[src/inc/asp_pkg.sv]
/*
 * Constants, timing figures and state type for the asynchronous
 * static memory word port controller.
 * Assumes a single 125 MHz clock and a 16-bit, 256K-word memory.
 */
package asp_pkg;

    // ------------------------------------------------------------
    // Clock and widths
    // ------------------------------------------------------------
    localparam int CLK_PERIOD_NS = 8;
    localparam int ADDR_W_DEF    = 18;
    localparam int DATA_W_DEF    = 16;
    localparam int TMR_W         = 4;

    // ------------------------------------------------------------
    // Memory timing in ns, slow grade so both grades are covered
    // ------------------------------------------------------------
    localparam int ADDRESS_ACCESS_TIME_NS   = 55;
    localparam int GATE_ACCESS_TIME_NS      = 25;
    localparam int READ_CYCLE_NS            = 55;
    localparam int GATE_TO_FLOAT_NS         = 18;
    localparam int STROBE_WIDTH_NS          = 40;
    localparam int ADDRESS_TO_WRITE_END_NS  = 40;
    localparam int BYTE_LANE_TO_WRITE_END_NS = 45;
    localparam int WRITE_DATA_SETUP_NS      = 25;
    localparam int STROBE_TO_FLOAT_NS       = 20;

    function automatic int asp_max(input int a, input int b);
        return (a > b) ? a : b;
    endfunction : asp_max

    // Least times round up to whole cycles
    function automatic int asp_cyc_up(input int ns);
        return asp_max(1, (ns + CLK_PERIOD_NS - 1) / CLK_PERIOD_NS);
    endfunction : asp_cyc_up

    localparam int RD_ACCESS_NS = asp_max(asp_max(ADDRESS_ACCESS_TIME_NS, GATE_ACCESS_TIME_NS), READ_CYCLE_NS);
    localparam int WR_PULSE_NS  = asp_max(asp_max(STROBE_WIDTH_NS, ADDRESS_TO_WRITE_END_NS),
                                          asp_max(BYTE_LANE_TO_WRITE_END_NS,
                                                  WRITE_DATA_SETUP_NS + STROBE_TO_FLOAT_NS));

    localparam int RD_ACCESS_CYC = asp_cyc_up(RD_ACCESS_NS);
    localparam int WR_PULSE_CYC  = asp_cyc_up(WR_PULSE_NS);
    localparam int TURN_CYC      = asp_cyc_up(GATE_TO_FLOAT_NS);

    // ------------------------------------------------------------
    // Reset levels of the memory pins
    // ------------------------------------------------------------
    localparam logic SEL_LOW_IDLE  = 1'b1;
    localparam logic SEL_HIGH_IDLE = 1'b0;
    localparam logic LANE_IDLE     = 1'b1;
    localparam logic GATE_IDLE     = 1'b1;
    localparam logic STROBE_IDLE   = 1'b1;

    typedef enum logic [2:0] {
        ASP_IDLE,
        ASP_RD_ACCESS,
        ASP_TURN,
        ASP_WR_SETUP,
        ASP_WR_PULSE,
        ASP_WR_HOLD
    } asp_state_e;

endpackage : asp_pkg

[src/inc/asp_tmr_if.sv]
/*
 * Carrier between the controller and its phase timer.
 * Assumes both ends share one clock.
 */
`timescale 1ns/100ps
`default_nettype none

interface asp_tmr_if;
    import asp_pkg::*;
    logic             load;
    logic [TMR_W-1:0] load_val;
    logic             done;

    modport ctl (output load, output load_val, input done);
    modport tmr (input load, input load_val, output done);
endinterface : asp_tmr_if

`default_nettype wire

[src/verilog/asp_ctrl.sv]
/*
 * Host-side controller for an asynchronous 16-bit static memory:
 * takes word requests and sequences the memory pins in clock periods.
 * Assumes memory data inputs are synchronous to clk and that the
 * memory is the only other driver of the data pins.
 */
// Behaviour
// - Write strobe stays high throughout every read access.
// - Write occurs during overlap of strobe, select and a lane enable.
// - Write data valid 25 ns before write end, held 0 ns after.
// - Address, select and strobe width at least 35 or 40 ns.
// - Address valid at write start and unchanged until write end.
// - Lane enable low at least 35 or 45 ns before write end.
// - Strobe pulse covers data setup plus strobe-to-float time.
// - Address valid no later than select becoming active on reads.
// - Select pins always driven to definite levels.
`timescale 1ns/100ps
`default_nettype none

module asp_ctrl
    import asp_pkg::*;
#(
    parameter int ADDR_W = ADDR_W_DEF,
    parameter int DATA_W = DATA_W_DEF
) (
    input  wire logic              clk,
    input  wire logic              rst,
    // User request side
    input  wire logic              req_valid,
    output logic                   req_ready,
    input  wire logic              req_write,
    input  wire logic [ADDR_W-1:0] req_addr,
    input  wire logic [DATA_W-1:0] req_wdata,
    input  wire logic [1:0]        req_be,
    output logic                   resp_valid,
    output logic [DATA_W-1:0]      resp_rdata,
    // Memory pins
    output logic [ADDR_W-1:0]      mem_addr,
    output logic                   select_low_active_n,
    output logic                   select_high_active,
    output logic                   upper_byte_lane_n,
    output logic                   lower_byte_lane_n,
    output logic                   output_gate_n,
    output logic                   write_strobe_n,
    input  wire logic [DATA_W-1:0] mem_data_in,
    output logic [DATA_W-1:0]      mem_data_out,
    output logic                   mem_data_oe
);

    typedef struct packed {
        asp_state_e        st;
        logic              rdy;
        logic              rvld;
        logic [DATA_W-1:0] rdata;
        logic [ADDR_W-1:0] addr;
        logic              sel_n;
        logic              sel_h;
        logic              ub_n;
        logic              lb_n;
        logic              gate_n;
        logic              strobe_n;
        logic              doe;
        logic [DATA_W-1:0] dout;
    } asp_ctrl_s;

    asp_ctrl_s s_q;
    asp_ctrl_s s_d;

    asp_tmr_if tif ();

    asp_timer u_timer (
        .clk (clk),
        .rst (rst),
        .tif (tif)
    );

    // Read with no lane chosen still reads the whole word
    function automatic logic [1:0] asp_lanes_n(input logic wr, input logic [1:0] be);
        if (!wr && be == 2'b00) begin
            return 2'b00;
        end
        return ~be;
    endfunction : asp_lanes_n

    // ------------------------------------------------------------
    // Sequencer
    // ------------------------------------------------------------
    always_comb begin
        logic [1:0] lanes_n;
        lanes_n      = asp_lanes_n(req_write, req_be);
        s_d          = s_q;
        s_d.rvld     = 1'b0;
        tif.load     = 1'b0;
        tif.load_val = '0;
        case (s_q.st)
            ASP_IDLE: begin
                if (req_valid && s_q.rdy) begin
                    s_d.rdy      = 1'b0;
                    s_d.addr     = req_addr;
                    // Address and select change on one edge
                    s_d.sel_n    = 1'b0;
                    s_d.sel_h    = 1'b1;
                    s_d.ub_n     = lanes_n[1];
                    s_d.lb_n     = lanes_n[0];
                    s_d.strobe_n = STROBE_IDLE;
                    if (req_write) begin
                        // Gate stays high so the memory never drives here
                        s_d.gate_n = GATE_IDLE;
                        s_d.doe    = 1'b1;
                        s_d.dout   = req_wdata;
                        s_d.st     = ASP_WR_SETUP;
                    end else begin
                        s_d.gate_n   = 1'b0;
                        s_d.st       = ASP_RD_ACCESS;
                        tif.load     = 1'b1;
                        tif.load_val = TMR_W'(RD_ACCESS_CYC - 1);
                    end
                end
            end
            ASP_RD_ACCESS: begin
                if (tif.done) begin
                    s_d.rdata    = mem_data_in;
                    s_d.rvld     = 1'b1;
                    s_d.sel_n    = SEL_LOW_IDLE;
                    s_d.sel_h    = SEL_HIGH_IDLE;
                    s_d.ub_n     = LANE_IDLE;
                    s_d.lb_n     = LANE_IDLE;
                    s_d.gate_n   = GATE_IDLE;
                    s_d.st       = ASP_TURN;
                    tif.load     = 1'b1;
                    // Let the memory float before anyone drives
                    tif.load_val = TMR_W'(TURN_CYC - 1);
                end
            end
            ASP_TURN: begin
                if (tif.done) begin
                    s_d.rdy = 1'b1;
                    s_d.st  = ASP_IDLE;
                end
            end
            ASP_WR_SETUP: begin
                // Write starts only once all enables overlap
                s_d.strobe_n = 1'b0;
                s_d.st       = ASP_WR_PULSE;
                tif.load     = 1'b1;
                tif.load_val = TMR_W'(WR_PULSE_CYC - 1);
            end
            ASP_WR_PULSE: begin
                if (tif.done) begin
                    // Strobe rise ends the write; data held through
                    s_d.strobe_n = STROBE_IDLE;
                    s_d.st       = ASP_WR_HOLD;
                end
            end
            ASP_WR_HOLD: begin
                // One period of hold, more than the 0 ns needed
                s_d.sel_n = SEL_LOW_IDLE;
                s_d.sel_h = SEL_HIGH_IDLE;
                s_d.ub_n  = LANE_IDLE;
                s_d.lb_n  = LANE_IDLE;
                s_d.doe   = 1'b0;
                s_d.rdy   = 1'b1;
                s_d.st    = ASP_IDLE;
            end
            default: begin
                s_d.st  = ASP_IDLE;
                s_d.rdy = 1'b1;
            end
        endcase
    end

    // ------------------------------------------------------------
    // State register
    // ------------------------------------------------------------
    always_ff @(posedge clk or posedge rst) begin
        if (rst) begin
            s_q.st       <= ASP_IDLE;
            s_q.rdy      <= 1'b1;
            s_q.rvld     <= 1'b0;
            s_q.rdata    <= '0;
            s_q.addr     <= '0;
            s_q.sel_n    <= SEL_LOW_IDLE;
            s_q.sel_h    <= SEL_HIGH_IDLE;
            s_q.ub_n     <= LANE_IDLE;
            s_q.lb_n     <= LANE_IDLE;
            s_q.gate_n   <= GATE_IDLE;
            s_q.strobe_n <= STROBE_IDLE;
            s_q.doe      <= 1'b0;
            s_q.dout     <= '0;
        end else begin
            s_q <= s_d;
        end
    end

    // ------------------------------------------------------------
    // Outputs, all straight from the state register
    // ------------------------------------------------------------
    assign req_ready           = s_q.rdy;
    assign resp_valid          = s_q.rvld;
    assign resp_rdata          = s_q.rdata;
    assign mem_addr            = s_q.addr;
    assign select_low_active_n = s_q.sel_n;
    assign select_high_active  = s_q.sel_h;
    assign upper_byte_lane_n   = s_q.ub_n;
    assign lower_byte_lane_n   = s_q.lb_n;
    assign output_gate_n       = s_q.gate_n;
    assign write_strobe_n      = s_q.strobe_n;
    assign mem_data_out        = s_q.dout;
    assign mem_data_oe         = s_q.doe;

endmodule : asp_ctrl

`default_nettype wire

[src/verilog/asp_timer.sv]
/*
 * Down counter that times the read access, turnaround and write strobe phases.
 * Assumes load is a one-cycle request from the controller.
 */
`timescale 1ns/100ps
`default_nettype none

module asp_timer
    import asp_pkg::*;
(
    input  wire logic clk,
    input  wire logic rst,
    asp_tmr_if.tmr    tif
);

    typedef struct packed {
        logic [TMR_W-1:0] cnt;
    } asp_tmr_s;

    asp_tmr_s s_q;
    asp_tmr_s s_d;

    // ------------------------------------------------------------
    // Count
    // ------------------------------------------------------------
    always_comb begin
        s_d = s_q;
        if (tif.load) begin
            s_d.cnt = tif.load_val;
        end else if (s_q.cnt != '0) begin
            s_d.cnt = s_q.cnt - TMR_W'(1);
        end
    end

    always_ff @(posedge clk or posedge rst) begin
        if (rst) begin
            s_q <= '0;
        end else begin
            s_q <= s_d;
        end
    end

    assign tif.done = (s_q.cnt == '0);

endmodule : asp_timer

`default_nettype wire
[config.mk]
export PLATFORM = sky130hd
export DESIGN_NAME = asp_ctrl
export DESIGN_NICKNAME = d
export VERILOG_FILES = /design/src/inc/asp_pkg.sv /design/src/inc/asp_tmr_if.sv /design/src/verilog/asp_ctrl.sv /design/src/verilog/asp_timer.sv
export SDC_FILE = /design/constraint.sdc
export NUM_CORES = 1
export LEC_CHECK = 0
export BUFFER_PORTS_ARGS = -buffer_cell sky130_fd_sc_hd__buf_2
export CORE_MARGIN = 4
export CORE_UTILIZATION = 49
export CTS_CLUSTER_SIZE = 8
export DETAILED_ROUTE_END_ITERATION = 8
export HOLD_SLACK_MARGIN = 0.08
export PLACE_DENSITY = 0.79
export SYNTH_ARGS = -nofsm -noshare
export SYNTH_HDL_FRONTEND = slang
export SYNTH_SLANG_ARGS = --single-unit
[constraint.sdc]
create_clock -name clk -period 3.2 [get_ports clk]
set_input_delay 0.96 -clock clk [delete_from_list [all_inputs] [get_ports clk]]
set_output_delay 0.96 -clock clk [all_outputs]
set_load 0.01 [all_outputs]
; After elaboration in Yosys (flattened, before gate mapping)
; Index checks and enable logic that the tools add are counted.
[word_totals]
ff_bits = 66
input_bits = 56
output_inout_bits = 59
[classes]
n_addsub = 1
eq_ne = 10
muxes = 31
bitwise = 2
reduce_logical = 22
[ops]
columns = operator, count
row1 = 2-to-1 mux 17 bit, 3
row2 = 2-to-1 mux 23 bit, 1
row3 = AND reduction 3 bit, 6
row4 = 2-to-1 mux 4 bit, 4
row5 = one-hot mux 3 bit (5 select lines), 1
row6 = 2-to-1 mux 3 bit, 4
row7 = one-hot mux 4 bit (3 select lines), 1
row8 = != test 2 bit (second input constant), 5
row9 = one-hot mux 1 bit (3 select lines), 3
row10 = one-hot mux 3 bit (3 select lines), 1
row11 = 2-to-1 mux 2 bit, 4
row12 = == test 3 x 2 -> 1 bit (second input constant), 2
row13 = == test 3 bit (second input constant), 2
row14 = 2-to-1 mux 1 bit, 6
row15 = nonzero test 2 bit, 3
row16 = nonzero test 3 bit, 2
row17 = 2-to-1 mux 5 bit, 1
row18 = zero test 4 bit, 1
row19 = one-hot mux 1 bit (2 select lines), 2
row20 = AND reduction 2 bit, 2
row21 = AND reduction 4 bit, 1
row22 = nonzero test 4 bit, 1
row23 = subtractor 4 x 1 -> 4 bit (second input constant), 1
row24 = == test 3 x 1 -> 1 bit (second input constant), 1
row25 = 7 further kinds, 8

; Depth between registers and ports, before layout
[logic_depth]
ltp_word = 6
ltp_mapped = 8

; By module
; From an unflattened synthesis, not the netlist that was laid out.
[unflattened]
cells_unflattened = 250
hier_area_um2 = 3180.6
[modules_own_cells]
columns = mod, instances, cells_each, area_each_um2
row1 = asp_ctrl, 1, 227, 2944.1
row2 = asp_timer, 1, 23, 236.5

; Worst setup path after synthesis
; OpenSTA, ideal clock, no wires.
[synth_path]
kind = input to register
start = input port req_valid
end = register s_q, in the netlist mem_data_out[0]
t_arrival_ns = 2.034
required_ns = 3.075
slack_ns = 1.042
cell_stages = 5
path_cell_list = nand3b_1 -> nor3_1 -> nand2_1 -> clkbuf_1 -> mux2_2
[synth_via]
elab_chain_cells = 2
[synth_lines]
columns = element, line
row1 = "start, declared", asp_ctrl.sv:29  ; input wire logic req_valid,
row2 = logical AND 1 bit, asp_ctrl.sv:97  ; if (req_valid && s_q.rdy) begin
row3 = AND reduction 3 bit (no source line), -
row4 = "end, declared", asp_ctrl.sv:66  ; asp_ctrl_s s_q;
; Every way passes these cells.
; A chain may end at the register's enable or synchronous reset.

; Final worst setup path
[layout_path]
start = register u_timer.s_q[0] (netlist bit)
end = register s_q, in the netlist resp_rdata[10]
[layout_via]
elab_chain_cells = 2
[layout_lines]
columns = element, line
row1 = "start, declared", asp_timer.sv:20  ; asp_tmr_s s_q;
row2 = "start signal, assigned", asp_timer.sv:37  ; s_q <= '0;
row3 = "start signal, assigned", asp_timer.sv:39  ; s_q <= s_d;
row4 = zero test 4 bit, asp_timer.sv:43  ; assign tif.done = (s_q.cnt == '0);
row5 = AND reduction 2 bit (no source line), -
; Every way passes these cells.

==> impl_metrics.py <==
metrics = {
    "sta": {
        "timing.slew.headroom_pct": 50.75,
        "fin_skew_ns": 0.006485,
        "hold_viol": 0,
        "final.setup.tns_ns": 0,
        "period_needed_ns": 2.184,
        "finalWorstSetupSlack_ns": 1.016,
        "setup_viol": 0,
        "fmax_mhz": 457.9,
        "worstMarginPinSlew_ns": 0.7369,
        "rsz0062_at_grt": "false",
        "drv_slew": 0,
        "min_period_over_period_pct": 68.24,
    },
    "clocking": {
        "root_buffer": "clkbuf_8",
        "cts_hold_buffers": 0,
        "cts_max_path_buffers": 2,
        "cts_made_buffers": 9,
        "clock_sinks": 66,
        "cts-resized-gates": 0,
        "cts_max_level": 3,
        "clk_latency_ns": 0.32,
        "cts_tree": "done",
        "post_cts_buffers": 0,
        "clk_pin_slew_ns": 0.06,
    },
    "routing": {
        "first_iter_violations": 44,
        "vias": 1938,
        "finalWirelength_mm": 5.674,
        "drt_drc_violations_left": 0,
        "viasPerCell": 4.869,
        "first_pass_iters": 4,
        "routedWlPerCell_um": 14.26,
        "ant_nets": 0,
    },
    "floorplan": {
        "start_util_pct": 51.62,
        "core_area_um2": 6026,
        "pin_count": 115,
        "die-area_um2": 7687,
        "die_h_um": 87.68,
        "die_w_um": 87.68,
        "row_count": 28,
    },
    "layout": {
        "final_nets": 375,
        "n_antenna_cell": 0,
        "drive_gt1_share_pct": 58.82,
        "finalInstanceArea_um2": 3617,
        "area_growth_pct": 16.29,
    },
    "yosys": {
        "syn_nets": 307,
        "avgSynthCellArea_um2": 12.44,
        "netlist_instances": 250,
        "syn-cell-area_um2": 3110,
        "ys_seq_area_share_pct": 53.34,
        "ys_ff_latch": 66,
        "yosysUniqueCellTypes": 32,
        "synth_warnings": 0,
    },
    "power_and_ir_drop": {
        "finalPower_mw": 3.657,
        "cellPowerDensity_nw_per_um2": 1011,
        "leakagePower_nw": 1.850,
        "vdd_drop_max_mv": 0.5212,
    },
    "worst_setup_path": {
        "start_kind": "flop",
        "cp_max_fo": 18,
        "arrival_ns": 2.38,
        "cp-end-kind": "flop",
        "critical_path_class": "reg2reg",
        "crit_required_ns": 3.40,
    },
    "placement": {
        "dp_hpwl_mm": 4.164,
        "dp_slack_ns": 0.7844,
        "port-buffer-count": 114,
        "dpl-instance-area_um2": 3364,
        "globalplace.congestion": 0.7606,
    },
    "hold_path": {
        "hold_path_class": "reg2reg",
    },
    "run": {
        "maxCapViolations": 0,
    },
    "grt": {
        "grt_pass1_vias": 2019,
        "grt_max_degree": 67,
        "track_usage_pct": 14.89,
        "grt_pass1_wl_mm": 8.956,
        "grt-ovfl-total": 0,
        "antenna_found_initial": 0,
    },
    "run_status": {
        "status": "finished clean",
    },
}
[cell usage after synthesis]
master	number	area (um2)
ha_1	1	12.51
nor2b_1	3	18.77
a21oi_1	12	60.06
or3_4	1	11.26
buf_6	2	22.52
buf_12	1	20.02
nand4b_1	1	8.760
nand3_1	2	10.01
nor2_1	11	41.29
nand2b_1	2	12.51
nand3b_1	1	7.510
a22o_1	1	8.760
mux2_2	42	473.0
nand2_1	7	26.28
inv_1	8	30.03
dfstp_2	6	157.7
o21a_1	1	7.510
or3_1	1	6.260
nor3b_1	2	15.01
and3b_1	1	8.760
dfrtp_1	60	1501
a211oi_1	1	7.510
o21bai_1	2	15.01
buf_2	2	10.01
a211o_1	1	8.760
o21ai_0	5	25.02
clkbuf_1	4	15.01
mux2_4	8	120.1
o22a_1	4	35.03
or3b_1	1	8.760
nor3_1	6	30.03
buf_4	50	375.4
[path summary, 6_finish.rpt]
path / from / to / slack [ns] / cells after the start
worst max-delay path: u_timer.s_q[0] / resp_rdata[10] / 1.02 / 5
worst min-delay path: mem_addr[9] / mem_addr[9] / 0.50 / 1
worst max register to register: u_timer.s_q[0] / resp_rdata[10] / 1.02 / 5
worst min register to register: mem_addr[9] / mem_addr[9] / 0.50 / 1
max in group asynchronous: rst / write_strobe_n / 2.18 / 3
min in group asynchronous: rst / mem_addr[8] / 0.71 / 3
[cell usage in the layout (no fill, tap or decap), types with 2 or more instances in the layout]
cell type / netlist / final
o21bai_1: 2 / 2
nand2b_1: 2 / 2
buf_2: 2 / 114
mux2_2: 42 / 42
o22a_1: 4 / 4
dfstp_2: 6 / 6
nor2b_1: 3 / 3
nand2_1: 7 / 7
nor2_1: 11 / 11
dfrtp_1: 60 / 60
nand3_1: 2 / 2
clkbuf_8: 0 / 11
a21oi_1: 12 / 12
nor3b_1: 2 / 2
mux2_4: 8 / 8
nor3_1: 6 / 5
bufinv_16: 0 / 3
inv_1: 8 / 7
o21ai_0: 5 / 5
[metrics by stage]
step           util [%]  hold slack, ns  instances
3_5_place_dp      55.83          0.4880        382
4_1_cts           60.03          0.5044        398
5_1_grt           60.03          0.5151        398
6_report          60.03          0.4996        398
3_3_place_gp      55.83          0.4825        382
2_1_floorplan         -          0.4806        250
[sequential cells by signal, summed over array words and instances (netlist names)]
register and flops:
resp_rdata 16, mem_addr 18, s_q 3, resp_valid 1, output_gate_n 1, write_strobe_n 1, lower_byte_lane_n 1, select_high_active 1
mem_data_oe 1, upper_byte_lane_n 1, select_low_active_n 1, mem_data_out 16, u_timer.s_q 4, req_ready 1
[final cells by class]
type	count	area, um2
Tap cell	75	93.84
Sequential cell	66	1659
Timing Repair Buffer	116	598.1
Inverter	8	30.03
Multi-Input combinational cell	117	983.4
Fill cell	523	2409
Clock inverter	4	97.59
Clock buffer	12	155.1
[metal layers]
metal  GRT usage [%]  wire, um  up-vias
met5               0         0        -
met1           18.14      2408      920
met3           5.456       622        4
met2           23.97      2602       84
li1                -         -      930
met4           6.137        40        0
[logic make-up (layout without fill, tap and decap cells)]
group           Yosys count  in the layout  synth area share, %
mux                      50             50                19.07
fa+ha+maj                 1              1               0.4022
flops                    66             66                53.34
buf+inv                  67            140                15.21
compound gates           27             27                5.390
simple gates             39             39                6.597
[critical path, cell delays in order (launching register included)]
cell	delay, ns
dfrtp_1	0.37
inv_1	0.09
ha_1	0.19
or3b_1	0.51
or3_4	0.56
mux2_4	0.34
[where the power goes]
part,total (mW),switching [mW],internal (mW)
registers,1.50,0.256,1.25
logic,1.30,0.610,0.690
clock network,0.852,0.292,0.561
total,3.66,1.16,2.50
Power figures use the tool's default switching activity.
